==> config.mk <==
export PLATFORM = sky130hd
export DESIGN_NAME = rcd_core
export DESIGN_NICKNAME = d
export VERILOG_FILES = /design/src/hw/rcd_pkg.sv /design/src/hw/rcd_core.sv
export SDC_FILE = /design/constraint.sdc
export NUM_CORES = 1
export LEC_CHECK = 0
export ABC_AREA = 1
export BUFFER_PORTS_ARGS = -buffer_cell sky130_fd_sc_hd__buf_2
export CAP_MARGIN = 0
export CORE_MARGIN = 8
export CORE_UTILIZATION = 45
export CTS_BUF_LIST = sky130_fd_sc_hd__clkbuf_8
export DETAILED_ROUTE_END_ITERATION = 10
export GPL_TIMING_DRIVEN = 0
export PLACE_DENSITY = 0.7
export SYNTH_ARGS = -nofsm -noshare
export SYNTH_HDL_FRONTEND = slang
export SYNTH_SLANG_ARGS = --single-unit
==> constraint.sdc <==
create_clock -name core_clk -period 2.5 [get_ports core_clk]
set_input_delay 0.125 -clock core_clk [delete_from_list [all_inputs] [get_ports core_clk]]
set_output_delay 0.125 -clock core_clk [all_outputs]
set_load 0.05 [all_outputs]
==> src/hw/rcd_pkg.sv <==
// Constants for the read clock, decoder and mark detector block
package rcd_pkg;
	localparam int CLK_NS      = 5;       // Core clock period
	localparam int HOLD_NS     = 200;     // Oscillator hold window
	localparam int LOCK_NS     = 2000;    // Data_lock_window interval
	localparam int STROBE_PS   = 2900;    // Strobe shift, one cycle at least
	localparam int HOLD_CYC    = (HOLD_NS + CLK_NS - 1) / CLK_NS;
	localparam int LOCK_CYC    = (LOCK_NS + CLK_NS - 1) / CLK_NS;
	localparam int STROBE_CYC  = (STROBE_PS + CLK_NS * 1000 - 1) / (CLK_NS * 1000);
	localparam int PD_FIX_CYC  = 4;       // Fixed pump-down length
	localparam int SYNC_ZEROS  = 3;       // Zeros ahead of the sync one
	localparam int AM_MIN      = 20;      // Shortest mark gap, half-rate periods
	localparam int AM_MAX      = 36;      // Longest mark gap, half-rate periods
	localparam int SEQ_W       = 8;       // One-hot sequencer width
	localparam int NRZ_LAG     = 2;       // Steps from a coded pair to its NRZ bit
	// Sequencer states, one flip-flop each
	localparam int ST_START    = 0;       // Word boundary
	localparam int ST_P10      = 1;       // Seen 10
	localparam int ST_P00      = 2;       // Seen 00
	localparam int ST_P0010    = 3;       // Seen 00 10
	localparam int ST_P0000    = 4;       // Seen 00 00
	localparam int ST_T2       = 5;       // Tail of two-pair word
	localparam int ST_T3       = 6;       // Tail of three-pair word
	localparam int ST_T4       = 7;       // Tail of four-pair word
	// Coded pairs
	localparam logic [1:0] PR_00 = 2'h0;
	localparam logic [1:0] PR_01 = 2'h1;
	localparam logic [1:0] PR_10 = 2'h2;
	// Decoded data words, first bit highest
	localparam logic [3:0] DW_X0 = 4'h2;  // Ends in 0 after a 1: 10, 010, 0010
	localparam logic [3:0] DW_X1 = 4'h3;  // Ends in 11: 11, 011, 0011
	localparam logic [3:0] DW_Z  = 4'h0;  // 000
	localparam logic [2:0] LEN2  = 3'h2;
	localparam logic [2:0] LEN3  = 3'h3;
	localparam logic [2:0] LEN4  = 3'h4;
endpackage : rcd_pkg

==> src/hw/rcd_core.sv <==
// Read oscillator control, strobe shift, 2,7 decoder and mark detector
`timescale 1ns/10ps
module rcd_core
(
	input  wire logic core_clk,             // 200 MHz clock
	input  wire logic rst_n,                // Async reset, active low
	input  wire logic read_gate,            // Read gate, active high
	input  wire logic mark_search_enable,   // Address mark search enable
	input  wire logic latched_read_pulse,   // Latched read pulse
	input  wire logic write_reference_osc,  // Write reference oscillator
	input  wire logic write_half_osc,       // Write-derived half-rate clock
	input  wire logic double_rate_read_osc, // Double-rate read oscillator
	input  wire logic clocked_read_data,    // Coded data from discriminator
	input  wire logic strobe_early,         // Early strobe select
	input  wire logic strobe_late,          // Late strobe select
	output logic      pump_up,              // Pump-up pulse
	output logic      pump_down,            // Pump-down pulse
	output logic      osc_hold_window,      // Oscillator stop/start
	output logic      data_lock_window,     // Data_lock_window
	output logic      half_rate_clk,        // Half-rate read clock
	output logic      nrz_data,             // Decoded NRZ data
	output logic      mark_found,           // Address mark found
	output logic      address_mark_status   // Interface status line
);
	import rcd_pkg::*;

	typedef struct packed {
		logic                wref_q;
		logic                dro_q;
		logic                lrp_q;
		logic                whalf_q;
		logic                rg_q;
		logic                dro_rise_d;
		logic                data_d;
		logic                pu;
		logic                pd;
		logic [3:0]          pd_cnt;
		logic                armed;
		logic                hold;
		logic [5:0]          hold_cnt;
		logic                lock;
		logic [8:0]          lock_cnt;
		logic                synced;
		logic [1:0]          zeros;
		logic                half;
		logic                prev_bit;
		logic [SEQ_W-1:0]    seq;
		logic [7:0]          q;
		logic [3:0]          qcnt;
		logic [1:0]          lag;
		logic                nrz;
		logic [5:0]          am_cnt;
		logic                am_found;
		logic                am_status;
	} rcd_state_type;

	rcd_state_type s_reg;
	rcd_state_type s_next;
	logic          rst_meta_reg;
	logic          rst_sync_reg;

	// Reset release through two flops, assertion stays asynchronous
	always_ff @(posedge core_clk or negedge rst_n)
	begin
		if (!rst_n)
		begin
			rst_meta_reg <= 1'h0;
			rst_sync_reg <= 1'h0;
		end
		else
		begin
			rst_meta_reg <= 1'h1;
			rst_sync_reg <= rst_meta_reg;
		end
	end

	// Edge events from the sampled levels
	logic wref_rise;
	logic dro_rise;
	logic lrp_rise;
	logic whalf_rise;
	logic coin_mode;
	logic am_enable;
	assign wref_rise  = write_reference_osc && !s_reg.wref_q;
	assign dro_rise   = double_rate_read_osc && !s_reg.dro_q;
	assign lrp_rise   = latched_read_pulse && !s_reg.lrp_q;
	assign whalf_rise = write_half_osc && !s_reg.whalf_q;
	assign coin_mode  = !read_gate || mark_search_enable;
	assign am_enable  = read_gate && mark_search_enable;

	always_comb
	begin
		logic       samp_ev;
		logic       samp_bit;
		logic       step;
		logic [1:0] pair;
		logic [2:0] wlen;
		logic [3:0] wbits;
		logic [7:0] tmp;
		logic [3:0] cnt;
		samp_ev  = 1'h0;
		samp_bit = 1'h0;
		step     = 1'h0;
		pair     = PR_00;
		wlen     = 3'h0;
		wbits    = DW_Z;
		tmp      = 8'h00;
		cnt      = 4'h0;
		s_next   = s_reg;
		s_next.wref_q     = write_reference_osc;
		s_next.dro_q      = double_rate_read_osc;
		s_next.lrp_q      = latched_read_pulse;
		s_next.whalf_q    = write_half_osc;
		s_next.rg_q       = read_gate;
		s_next.dro_rise_d = dro_rise;
		s_next.data_d     = clocked_read_data;

		// Hold window: armed by any gate change, fired by the next pulse
		if (s_reg.hold_cnt != 6'h00)
			s_next.hold_cnt = s_reg.hold_cnt - 6'h01;
		if (s_reg.armed && lrp_rise)
		begin
			s_next.armed    = 1'h0;
			s_next.hold_cnt = 6'(HOLD_CYC);
		end
		// A gate change in the firing cycle re-arms, so it is never lost
		if (read_gate != s_reg.rg_q)
			s_next.armed = 1'h1;
		s_next.hold = (s_next.hold_cnt != 6'h00);

		// Phase comparators; pumps are idle while the oscillator is held
		if (s_next.hold)
		begin
			s_next.pu     = 1'h0;
			s_next.pd     = 1'h0;
			s_next.pd_cnt = 4'h0;
		end
		else if (coin_mode)
		begin
			// Coincidence: whichever edge comes first opens its pump
			s_next.pd_cnt = 4'h0;
			if (wref_rise && !dro_rise)
			begin
				if (s_reg.pd)
					s_next.pd = 1'h0;
				else
					s_next.pu = 1'h1;
			end
			else if (dro_rise && !wref_rise)
			begin
				if (s_reg.pu)
					s_next.pu = 1'h0;
				else
					s_next.pd = 1'h1;
			end
		end
		else
		begin
			// Quadrature: variable up until the oscillator edge, fixed down
			if (s_reg.pd_cnt != 4'h0)
				s_next.pd_cnt = s_reg.pd_cnt - 4'h1;
			if (lrp_rise)
				s_next.pu = 1'h1;
			else if (s_reg.pu && dro_rise)
			begin
				s_next.pu     = 1'h0;
				s_next.pd_cnt = 4'(PD_FIX_CYC);
			end
			s_next.pd = (s_next.pd_cnt != 4'h0);
		end

		// Lock window drops after a full interval of reading without search
		if (read_gate && !mark_search_enable)
		begin
			if (s_reg.lock_cnt != 9'(LOCK_CYC))
				s_next.lock_cnt = s_reg.lock_cnt + 9'h001;
			s_next.lock = (s_next.lock_cnt != 9'(LOCK_CYC));
		end
		else
		begin
			s_next.lock_cnt = 9'h000;
			s_next.lock     = 1'h1;
		end

		// Strobe shift; sub-cycle delay rounds up to one clock
		samp_ev  = strobe_early ? s_reg.dro_rise_d : dro_rise;
		samp_bit = strobe_late ? s_reg.data_d : clocked_read_data;
		// With nominal timing the data is sampled at the clock edge
		// mid-pulse, so no further alignment is applied here.

		// Synchronizer and gated divide-by-two; the next lock value clears the
		// divider in the same cycle the window rises
		if (s_next.lock)
		begin
			s_next.synced = 1'h0;
			s_next.lag    = 2'h0;
			s_next.zeros  = 2'h0;
			s_next.half   = 1'h0;
			s_next.seq    = SEQ_W'(1) << ST_START;
			s_next.qcnt   = 4'h0;
			s_next.nrz    = 1'h0;
		end
		else if (samp_ev)
		begin
			s_next.prev_bit = samp_bit;
			if (!s_reg.synced)
			begin
				if (samp_bit && s_reg.zeros == 2'(SYNC_ZEROS))
				begin
					s_next.synced = 1'h1;
					s_next.half   = 1'h1;
				end
				else if (samp_bit)
					s_next.zeros = 2'h0;
				else if (s_reg.zeros != 2'(SYNC_ZEROS))
					s_next.zeros = s_reg.zeros + 2'h1;
			end
			else
			begin
				s_next.half = !s_reg.half;
				step        = s_reg.half;
			end
		end

		// Sequencer step on each falling half-rate edge, one NRZ bit each after the first NRZ_LAG steps
		pair = {s_reg.prev_bit, samp_bit};
		if (step)
		begin
			s_next.seq = SEQ_W'(1) << ST_START;
			if (s_reg.seq[ST_START])
			begin
				if (pair == PR_01)
				begin
					s_next.seq = SEQ_W'(1) << ST_T2;
					wbits      = DW_X0;
					wlen       = LEN2;
				end
				else if (pair == PR_10)
					s_next.seq = SEQ_W'(1) << ST_P10;
				else if (pair == PR_00)
					s_next.seq = SEQ_W'(1) << ST_P00;
			end
			else if (s_reg.seq[ST_P10])
			begin
				if (pair == PR_00)
				begin
					wbits = DW_X1;
					wlen  = LEN2;
				end
				else if (pair == PR_01)
				begin
					s_next.seq = SEQ_W'(1) << ST_T3;
					wbits      = DW_X0;
					wlen       = LEN3;
				end
			end
			else if (s_reg.seq[ST_P00])
			begin
				if (pair == PR_01)
				begin
					s_next.seq = SEQ_W'(1) << ST_T3;
					wbits      = DW_Z;
					wlen       = LEN3;
				end
				else if (pair == PR_10)
					s_next.seq = SEQ_W'(1) << ST_P0010;
				else if (pair == PR_00)
					s_next.seq = SEQ_W'(1) << ST_P0000;
			end
			else if (s_reg.seq[ST_P0010])
			begin
				if (pair == PR_00)
				begin
					wbits = DW_X1;
					wlen  = LEN3;
				end
				else if (pair == PR_01)
				begin
					s_next.seq = SEQ_W'(1) << ST_T4;
					wbits      = DW_X0;
					wlen       = LEN4;
				end
			end
			else if (s_reg.seq[ST_P0000] && pair == PR_10)
			begin
				s_next.seq = SEQ_W'(1) << ST_T4;
				wbits      = DW_X1;
				wlen       = LEN4;
			end
			// Tail states only swallow the closing 00 pair
			// Words enter a small queue; bits leave one per step once NRZ_LAG
			// steps after sync have passed, since every word is known by then
			// and the queue can never run dry
			tmp = (s_reg.q << wlen) | {4'h0, wbits};
			cnt = s_reg.qcnt + {1'h0, wlen};
			if (s_reg.lag != 2'(NRZ_LAG))
				s_next.lag = s_reg.lag + 2'h1;
			else if (cnt != 4'h0)
			begin
				s_next.nrz = tmp[3'(cnt - 4'h1)];
				cnt        = cnt - 4'h1;
			end
			s_next.q    = tmp;
			s_next.qcnt = cnt;
		end

		// Mark detector: gap counter cleared by every read pulse
		if (!am_enable)
			s_next.am_cnt = 6'h00;
		else if (lrp_rise)
		begin
			// Gaps past the window are defects and never flag a mark
			if (s_reg.am_cnt >= 6'(AM_MIN) && s_reg.am_cnt <= 6'(AM_MAX))
				s_next.am_found = 1'h1;
			s_next.am_cnt = 6'h00;
		end
		else if (whalf_rise && s_reg.am_cnt != 6'(AM_MAX + 1))
			s_next.am_cnt = s_reg.am_cnt + 6'h01;
		// Clear at the end of the lock interval or when the gate drops
		if (!read_gate || (s_reg.lock && !s_next.lock))
			s_next.am_found = 1'h0;
		s_next.am_status = s_reg.am_found;
	end

	always_ff @(posedge core_clk or negedge rst_sync_reg)
	begin
		if (!rst_sync_reg)
		begin
			s_reg      <= '0;
			s_reg.lock <= 1'h1;
			s_reg.seq  <= SEQ_W'(1) << ST_START;
		end
		else
			s_reg <= s_next;
	end

	assign pump_up             = s_reg.pu;
	assign pump_down           = s_reg.pd;
	assign osc_hold_window     = s_reg.hold;
	assign data_lock_window    = s_reg.lock;
	assign half_rate_clk       = s_reg.half;
	assign nrz_data            = s_reg.nrz;
	assign mark_found          = s_reg.am_found;
	assign address_mark_status = s_reg.am_status;
endmodule : rcd_core

==> metrics.md, run 1 <==
| Metric | Value |
|---|---|
| Pwr Density | 507 mW/mm^2 |
| Slew headroom | 0.438 |
| Area grow syn2layout | 20.8% |
| Syn_nets | 508 |
| Post-detail-place hpwl | 6.11 mm |
| Largest fanout on the critical path | 4 |
| Vias per inst | 5.17 |
| Post-synth top area cell | dfrtp_1 |
| Syn avg cell area | 8.11 um^2 |
| VDD IR-drop max | 0.307 mV |
| Total Routing Usage GR | 0.156 |
| DR iter-0 viols | 138 |
| CP Capture Type | flip-flop |
| Max Freq | 402 MHz |
| Drt drc | 0 |
| H-tree depth | 3 |
| Worst-path cell chain | inv_2 -> nor2_2 -> nand3_2 -> nand3_4 -> nand2_4 -> inv_4 -> ha_4 -> fa_2 -> inv_2 -> ha_4 -> inv_1 -> nand3_1 -> nand3_1 -> nand2_1 -> inv_2 -> a21oi_2 |
| Detailed-route wire length per cell | 13.6 um |
| Number of max-cap violations | 0 |
| Syn Inst Count | 482 |
| ANT cells | 0 |
| Comb pwr share | 0.120 |
| Drt pass-1 iters | 4 |
| RSZ-0062 raised after global routing | true |
| Die width | 109 um |
| Total number of vias | 3365 |
| Final Critical Period | 2490 ps |
| Top cell by count, worst path | inv_2 |
| Yosys cell types | 50 |
| GRT overflow | 0 |
| CTS tree | yes |
| Final setup vio count | 0 |
| Final ANT Viol Nets | 0 |
| Top-Level Pins | 19 |
| Mapped cell area | 0.00391 mm^2 |
| Total CTS buffers | 9 |
| Int Pwr | 1750 uW |
| DIE AREA | 0.0119 mm^2 |
| Commonest non-fill, non-tap cell in the layout | nand2_1 |
| PortBufs | 18 |
| Initial antenna violation count | 0 |
| Sw power | 643 uW |
| Clk Latency, worst-skew pair | 340 ps |
| Number of synthesized flops with an enable pin | 0 |
| Max-slew violations | 0 |
| Max reg flops | 56 |
| Clock buffer depth | 2 |
| Total power | 2390 uW |
| Vias in the first global route | 3312 |
| Worst setup SP type | flip-flop |
| Post-layout net count | 565 |
| Fill cells | 786 |
| Die height | 109 um |
| Worst slew pin tran | 843 ps |
| Flop pwr share | 0.494 |
| CP Class | reg2reg |
| Async SR Flop Fraction | 1.00 |
| Worst path slowest cell | fa_2 |
| Core region area | 0.00859 mm^2 |
| Clock root buffer master | clkbuf_8 |
| Layout cells sized above 1 | 0.230 |
| CTS clk-pin slew, worst paths | 70 ps |
| CTS Sinks | 66 |
| Worst clock skew | 10.6 ps |
| Ys Warns | 0 |
| RePlAce Congestion | 0.870 |
| Crit path arrival time | 2760 ps |
| Pin count of the biggest net entering global routing | 65 |
| Tightest Hold Check Type | in2async |
| Leak Pwr | 0.00224 uW |
| Commonest cells after routing, fill and taps aside | 99 x nand2_1, 65 x inv_1, 62 x dfrtp_1, 44 x nand3_1, 41 x nor2_1 |
| Top cell type's share of synthesized area | 0.410 |
| Status | finished, final reports clean |
| Period utilisation layout | 0.995 |
| First-pass GRT wire length | 14.8 mm |
| Worst EP required | 2770 ps |
| Switch share | 0.269 |
| #FFs+latches synth | 66 |
| Footprint of the multi-input gates | 0.00207 mm^2 |
| Routed Wire Length | 8.88 mm |
| Sequential element share of the synthesized area | 0.423 |
| Initial Utilization | 0.455 |
| Area contributors post-synth | dfrtp_1 41%, nand2_1 10%, inv_1 6.9% |
| Max incr delay on CP | 550 ps |
| Final Hold Vio Count | 0 |
| Final core utilization | 0.550 |
| Clk pwr share | 0.386 |
| Std-Cell Rows | 34 |
| Seq. cell area | 0.00166 mm^2 |
| Commonest register cell after synthesis | dfrtp_1 |
[area by class of cell]
type,count,area share
inverter,77,0.0633
tap,108,0.0286
clock buffer,11,0.0321
sequential,66,0.351
timing repair buffer,46,0.0673
clock inverter,4,0.0109
buffer,3,0.00768
multi-input combinational,336,0.439
[cell families after synthesis]
group,count (synthesis),synth area share
AO/OA/AOI/OAI,63,0.113
XOR/XNOR,17,0.0381
adder cells (fa/ha/maj),15,0.0499
buffers and inverters,80,0.0838
flip-flops,66,0.423
other,1,0.000959
AND/OR/NAND/NOR,240,0.291
[worst paths after layout]
kind                                     from           end  slack [ps]  cells past startpoint
max in group asynchronous        rst_sync_reg     s_reg[31]        1470                      0
hold reg to reg                  rst_meta_reg  rst_sync_reg         360                      0
min in group core_clk      mark_search_enable     s_reg[42]         160                      4
setup / recovery                    s_reg[26]      nrz_data          10                     16
hold / removal                          rst_n  rst_sync_reg          90                      2
setup reg to reg                    s_reg[26]      nrz_data          10                     16
[power groups by stage]
stage	logic (uW)	clock network, uW	registers, uW
2_1_floorplan	200	0	1200
3_3_place_gp	260	0	1200
3_5_place_dp	272	0	1210
4_1_cts	286	950	1190
5_1_grt	332	983	1190
6_report	287	923	1180
[cells in the mapped netlist (2+ instances only)]
cell,number
a21oi_1,18
a21oi_4,2
dfrtp_1,64
dfstp_2,2
ha_1,14
inv_1,72
inv_2,3
nand2_1,105
nand2_2,4
nand2_4,3
nand3_1,46
nand3_2,4
nand3b_1,3
nand4_1,7
nor2_1,47
nor2_2,4
nor3_1,5
nor4_1,2
o211ai_1,3
o21ai_0,19
o21ai_1,5
o31ai_2,3
o32ai_1,4
or2_2,2
xnor2_1,5
xor2_1,12
[through the flow]
stage / hold slack, ps / std cells / setup WS [ps] / setup TNS (ps) / instance area (um^2)
2_1_floorplan: -171 / 482 / 3.30 / 0 / 3940
3_3_place_gp: -89.9 / 608 / -317 / -20680 / 4170
3_5_place_dp: -88.5 / 608 / -317 / -1380 / 4170
4_1_cts: 69.2 / 639 / 6.26 / 0 / 4570
5_1_grt: 83.9 / 651 / -131 / -459 / 4720
6_report: 92.6 / 651 / 13.1 / 0 / 4720
[metal layers]
metal  up-vias  routed length, um  track usage
met2        83               4480        0.272
met3        14                400       0.0349
met1      1588               3870        0.185
met4         0                137       0.0569
met5         -                  0            0
li1       1680                  -            -
[worst max-delay path: cells and delay by family, from the launching register on]
kind,cells,cell delay (ps)
AOI/OAI and AO/OA,1,130
adders and majority gates,3,980
buffers and inverters,5,310
DFF,1,400
and+or+nand+nor,7,600
[what timing repair did]
| item | CTS | global route |
|---|---|---|
| endpoints found under the setup margin | 5 | 18 |
| hold endpoints to repair | 8 | 0 |
| hold buffers | 7 | 0 |
| pin swaps | 14 | 16 |
| gates resized for setup | 20 | 16 |
| buffers inserted | 9 | 12 |
Power figures use the tool's default switching activity.
==> run 2: changes to the inputs <==
ABC_AREA = not set   (was 1)
==> metrics.md, run 2 <==
| Metric | Value |
|---|---|
| Status | finished, violations left |
| Violated checks | setup timing |
| Initial antenna violation count | 0 |
| Flop pwr share | 0.473 |
| Period utilisation layout | 1.21 |
| H-tree depth | 3 |
| Vias per inst | 5.49 |
| Post-layout net count | 491 |
| Vias in the first global route | 3075 |
| Area contributors post-synth | dfrtp_1 43%, nor2_1 5.4%, ha_1 4.7% |
| Fin area | 0.00468 mm^2 |
| Total Routing Usage GR | 0.154 |
| Number of max-cap violations | 0 |
| Layout cells sized above 1 | 0.245 |
| Pwr Density | 538 mW/mm^2 |
| Die height | 107 um |
| Sw power | 676 uW |
| Commonest register cell after synthesis | dfrtp_1 |
| Drt drc | 0 |
| Die width | 107 um |
| Worst clock skew | 13.2 ps |
| Switch share | 0.268 |
| Area grow syn2layout | 24.6% |
| Setup ws final | -523 ps |
| PortBufs | 18 |
| CP Class | reg2reg |
| VDD IR-drop max | 0.374 mV |
| Syn_nets | 428 |
| Async SR Flop Fraction | 1.00 |
| RePlAce Congestion | 0.863 |
| Pre-CTS setup slack | -872 ps |
| Leak Pwr | 0.00202 uW |
| Worst slew pin tran | 807 ps |
| Pin count of the biggest net entering global routing | 65 |
| Crit path arrival time | 3290 ps |
| Comb pwr share | 0.134 |
| Final core utilization | 0.573 |
| Final ANT Viol Nets | 0 |
| RSZ-0062 raised after global routing | true |
| DIE AREA | 0.0115 mm^2 |
| Drt pass-1 iters | 4 |
| Yosys cell types | 62 |
| CTS tree | yes |
| Core region area | 0.00818 mm^2 |
| Mapped cell area | 0.00376 mm^2 |
| Final Critical Period | 3020 ps |
| Std-Cell Rows | 33 |
| CP Capture Type | flip-flop |
| Setup TNS | -1900 ps |
| Max incr delay on CP | 540 ps |
| Clk Latency, worst-skew pair | 340 ps |
| Max reg flops | 56 |
| Most common cell in the netlist | dfrtp_1 |
| ANT cells | 0 |
| Worst EP required | 2760 ps |
| Worst setup SP type | flip-flop |
| Clk pwr share | 0.393 |
| Max Freq | 331 MHz |
| Setup slack, reg-to-reg | -520 ps |
| Tightest Hold Check Type | in2async |
| CTS Sinks | 66 |
| Commonest non-fill, non-tap cell in the layout | dfrtp_1 |
| Total number of vias | 3154 |
| Slew headroom | 0.462 |
| Detailed-route wire length per cell | 14.5 um |
| Number of synthesized flops with an enable pin | 0 |
| Worst-path cell chain | or2_4 -> mux2_4 -> nand2_4 -> inv_6 -> ha_4 -> fa_2 -> inv_2 -> ha_4 -> nand2_4 -> o21ai_4 -> or3_1 -> a31oi_1 -> o311ai_1 -> a41oi_2 |
| Placed Area | 0.00410 mm^2 |
| First-pass GRT wire length | 14.4 mm |
| Sequential element share of the synthesized area | 0.440 |
| Post-detail-place hpwl | 5.61 mm |
| Commonest cells after routing, fill and taps aside | 61 x dfrtp_1, 51 x nor2_1, 27 x nand2_1, 24 x buf_4 |
| Syn Inst Count | 402 |
| CTS clk-pin slew, worst paths | 80 ps |
| Ys Warns | 0 |
| Max-slew violations | 0 |
| DR iter-0 viols | 147 |
| Int Pwr | 1840 uW |
| Top-Level Pins | 19 |
| Top cell type's share of synthesized area | 0.426 |
| Routed Wire Length | 8.35 mm |
| GRT overflow | 0 |
| Total CTS buffers | 9 |
| Syn avg cell area | 9.34 um^2 |
| Post-synth top area cell | dfrtp_1 |
| Initial Utilization | 0.459 |
| Final setup vio count | 5 |
| Largest fanout on the critical path | 4 |
| #FFs+latches synth | 66 |
| Synth cell count leaders | 64 x dfrtp_1, 54 x nor2_1, 29 x nand2_1 |
| Clock root buffer master | clkbuf_8 |
| Clock buffer depth | 2 |
| Final Hold Vio Count | 0 |
| Worst path slowest cell | fa_2 |
## run 2: cell types whose count changed in the layout (fill, tap and decap cells not counted), sizes merged, moves of 8 or more
cell / change
or3: +8
nand2: -83
xnor2: +13
nand3: -39
and3: +9
inv: -51
## run 2: worst max-delay path: cells and delay by family, from the launching register on
family,cells,cell delay [ps]
muxes,1,290
AOI/OAI and AO/OA,4,480
DFF,1,440
adders and majority gates,3,860
and+or+nand+nor,4,780
buffers and inverters,2,90
## run 2: cell families (layout without fill, tap and decap cells)
family	after synthesis	in the layout	share of synthesized area
simple gates	160	160	0.211
compound gates	87	87	0.156
flops	66	66	0.440
buf+inv	34	102	0.0400
xor+xnor	25	25	0.0583
fa+ha+maj	15	15	0.0520
mux	14	14	0.0416
other cells	1	1	0.000998
## run 2: layer usage
layer  share of wire  global-route usage
met1            0.47               0.199
met2            0.48               0.245
met3           0.031              0.0275
met4           0.016              0.0723
met5               0                   0
## run 2: power groups by stage
stage | sequential [uW] | clock, uW | combinational (uW)
detailed placement | 1210 | 0 | 303
floorplan | 1200 | 0 | 238
global placement | 1210 | 0 | 293
CTS | 1190 | 1000 | 339
global route | 1200 | 1050 | 378
finish | 1190 | 988 | 338
## run 2: final cells by class
class	instances	area (um^2)
Buffer	9	45.0
Clock buffer	9	124
Clock inverter	7	95.1
Fill cell	685	3490
Inverter	25	114
Multi-Input combinational cell	302	2140
Sequential cell	66	1660
Tap cell	105	131
Timing Repair Buffer	52	374
## run 2: path summary, 6_finish.rpt
path	startpoint	to	cells past startpoint
worst max-delay path	s_reg[25]	nrz_data	14
worst min-delay path	rst_n	rst_sync_reg	2
worst max register to register	s_reg[25]	nrz_data	14
worst min register to register	rst_meta_reg	rst_sync_reg	0
max in group asynchronous	rst_sync_reg	s_reg[24]	0
min in group core_clk	mark_search_enable	mark_found	5
## run 2: metrics by stage
stage	power (uW)	cells	hold slack, ps
2_1_floorplan	1440	402	-171
3_3_place_gp	1500	525	-89.3
3_5_place_dp	1520	525	-87.1
4_1_cts	2540	573	77.5
5_1_grt	2630	575	98.4
6_report	2520	575	94.3
## run 2: what timing repair did
item / 4_1_cts / 5_1_grt
setup endpoints to repair: 14 / 21
resized for setup: 16 / 9
hold buffers: 7 / 0
hold endpoints to repair: 8 / 0
pin swaps: 10 / 5
setup buffers: 25 / 2
==> run 3: changes to the inputs <==
ABC_AREA = 1   (was not set)
TNS_END_PERCENT = 1   (was not set)
==> metrics.md, run 3 (synthesized netlist as in run 1, its figures left out) <==
| Metric | Value |
|---|---|
| Initial Utilization | 0.455 |
| Die height | 109 um |
| Top-Level Pins | 19 |
| Largest fanout on the critical path | 4 |
| Minimum hold slack | 93.7 ps |
| Period utilisation layout | 1.00 |
| Pwr Density | 507 mW/mm^2 |
| Core region area | 0.00859 mm^2 |
| Crit path arrival time | 2770 ps |
| Status | finished, violations left |
| DR iter-0 viols | 166 |
| Worst setup SP type | flip-flop |
| Final Hold Vio Count | 0 |
| Top Metal Used | met4 |
| Std-Cell Rows | 34 |
| Total number of vias | 3378 |
| PortBufs | 18 |
| Fill cells | 786 |
| Worst EP required | 2770 ps |
| Clk Latency, worst-skew pair | 340 ps |
| H-tree depth | 3 |
| Comb pwr share | 0.120 |
| CP Capture Type | flip-flop |
| Number of max-cap violations | 0 |
| Max reg flops | 56 |
| Final setup vio count | 1 |
| CTS Sinks | 66 |
| Pin count of the biggest net entering global routing | 65 |
| Final ANT Viol Nets | 0 |
| Final core utilization | 0.549 |
| Placed Area | 0.00417 mm^2 |
| Total Routing Usage GR | 0.156 |
| First-pass GRT wire length | 14.8 mm |
| Tightest Hold Check Type | in2async |
| Clock buffer depth | 2 |
| Slew headroom | 0.438 |
| Layout cells sized above 1 | 0.229 |
| Detailed-route wire length per cell | 13.6 um |
| Total CTS buffers | 9 |
| Drt pass-1 iters | 4 |
| Area grow syn2layout | 20.6% |
| CP Class | reg2reg |
| Initial antenna violation count | 0 |
| Final Critical Period | 2500 ps |
| Met3 wire length | 398 um |
| Setup ws final | -0.810 ps |
| Commonest non-fill, non-tap cell in the layout | nand2_1 |
| VDD IR-drop max | 0.305 mV |
| Max Freq | 400 MHz |
| CTS clk-pin slew, worst paths | 70 ps |
| DR WL met2 | 4.49 mm |
| Drt drc | 0 |
| Leak Pwr | 0.00223 uW |
| Worst clock skew | 10.6 ps |
| Post-Route M1 WL | 3.84 mm |
| Switch share | 0.268 |
| Clock root buffer master | clkbuf_8 |
| Flop pwr share | 0.495 |
| Sw power | 640 uW |
| Worst slew pin tran | 844 ps |
| Max-slew violations | 0 |
| Vias in the first global route | 3315 |
| Clk pwr share | 0.385 |
| Int Pwr | 1750 uW |
| Vias per inst | 5.20 |
| CTS tree | yes |
| Post-layout net count | 564 |
| RePlAce Congestion | 0.870 |
| Routed Wire Length | 8.86 mm |
| Post-detail-place hpwl | 6.11 mm |
| DIE AREA | 0.0119 mm^2 |
| Violated checks | setup timing |
| Commonest cells after routing, fill and taps aside | 99 x nand2_1, 65 x inv_1, 62 x dfrtp_1, 44 x nand3_1, 41 x nor2_1 |
| ANT cells | 0 |
| GRT overflow | 0 |
| Fin area | 0.00472 mm^2 |
| Die width | 109 um |
| RSZ-0062 raised after global routing | true |
run 3: per-layer routing:
layer	global-route usage	vias up
li1	-	1675
met5	0	-
met4	0.0569	0
met3	0.0349	13
met2	0.272	80
met1	0.186	1610
run 3: area by class of cell:
| class | count | area, um^2 | share of cell area |
|---|---|---|---|
| clock inverters | 4 | 51.3 | 0.0109 |
| clock buffers | 11 | 151 | 0.0321 |
| plain buffers | 3 | 36.3 | 0.00769 |
| multi-input cells | 336 | 2070 | 0.440 |
| well taps | 108 | 135 | 0.0287 |
| inverters | 77 | 299 | 0.0634 |
| flip-flops and latches | 66 | 1660 | 0.352 |
| repair buffers | 45 | 310 | 0.0658 |
run 3: worst max-delay path: stages, from the launching register on:
cell	delay, ps
dfrtp_1	400
inv_2	130
nor2_2	60
nand3_2	80
nand3_4	100
nand2_4	110
inv_4	40
ha_4	150
fa_2	550
inv_2	60
ha_4	280
inv_1	50
nand3_1	100
nand3_1	80
nand2_1	90
inv_2	40
a21oi_2	130
run 3: worst paths after layout:
| path | start | to | slack (ps) | cells after the start |
|---|---|---|---|---|
| hold reg to reg | rst_meta_reg | rst_sync_reg | 360 | 0 |
| setup / recovery | s_reg[26] | nrz_data | -0.8 | 16 |
| max in group asynchronous | rst_sync_reg | s_reg[31] | 1470 | 0 |
| min in group core_clk | mark_search_enable | s_reg[42] | 160 | 4 |
| hold / removal | rst_n | rst_sync_reg | 90 | 2 |
| setup reg to reg | s_reg[26] | nrz_data | -0.8 | 16 |
run 3: per-stage QoR:
stage	TNS [ps]	total power (uW)	setup WS (ps)	cells
final	-0.810	2390	-0.810	650
after global routing	-461	2510	-131	650
after CTS	0	2420	3.04	638
after detailed placement	-1380	1480	-317	608
after global placement	-20680	1460	-317	608
after floorplan	0	1400	3.30	482
run 3: repair_timing:
action,CTS,global route
buffers inserted,8,12
endpoints found under the setup margin,5,18
hold endpoints to repair,8,0
gates resized for setup,19,17
pin swaps,13,17
hold buffers,7,0
run 3: power groups by stage:
stage	Sequential, uW	Combinational [uW]	Clock (uW)
floorplan	1200	200	0
global placement	1200	260	0
detailed placement	1210	272	0
CTS	1190	286	950
global route	1190	332	983
finish	1180	287	920
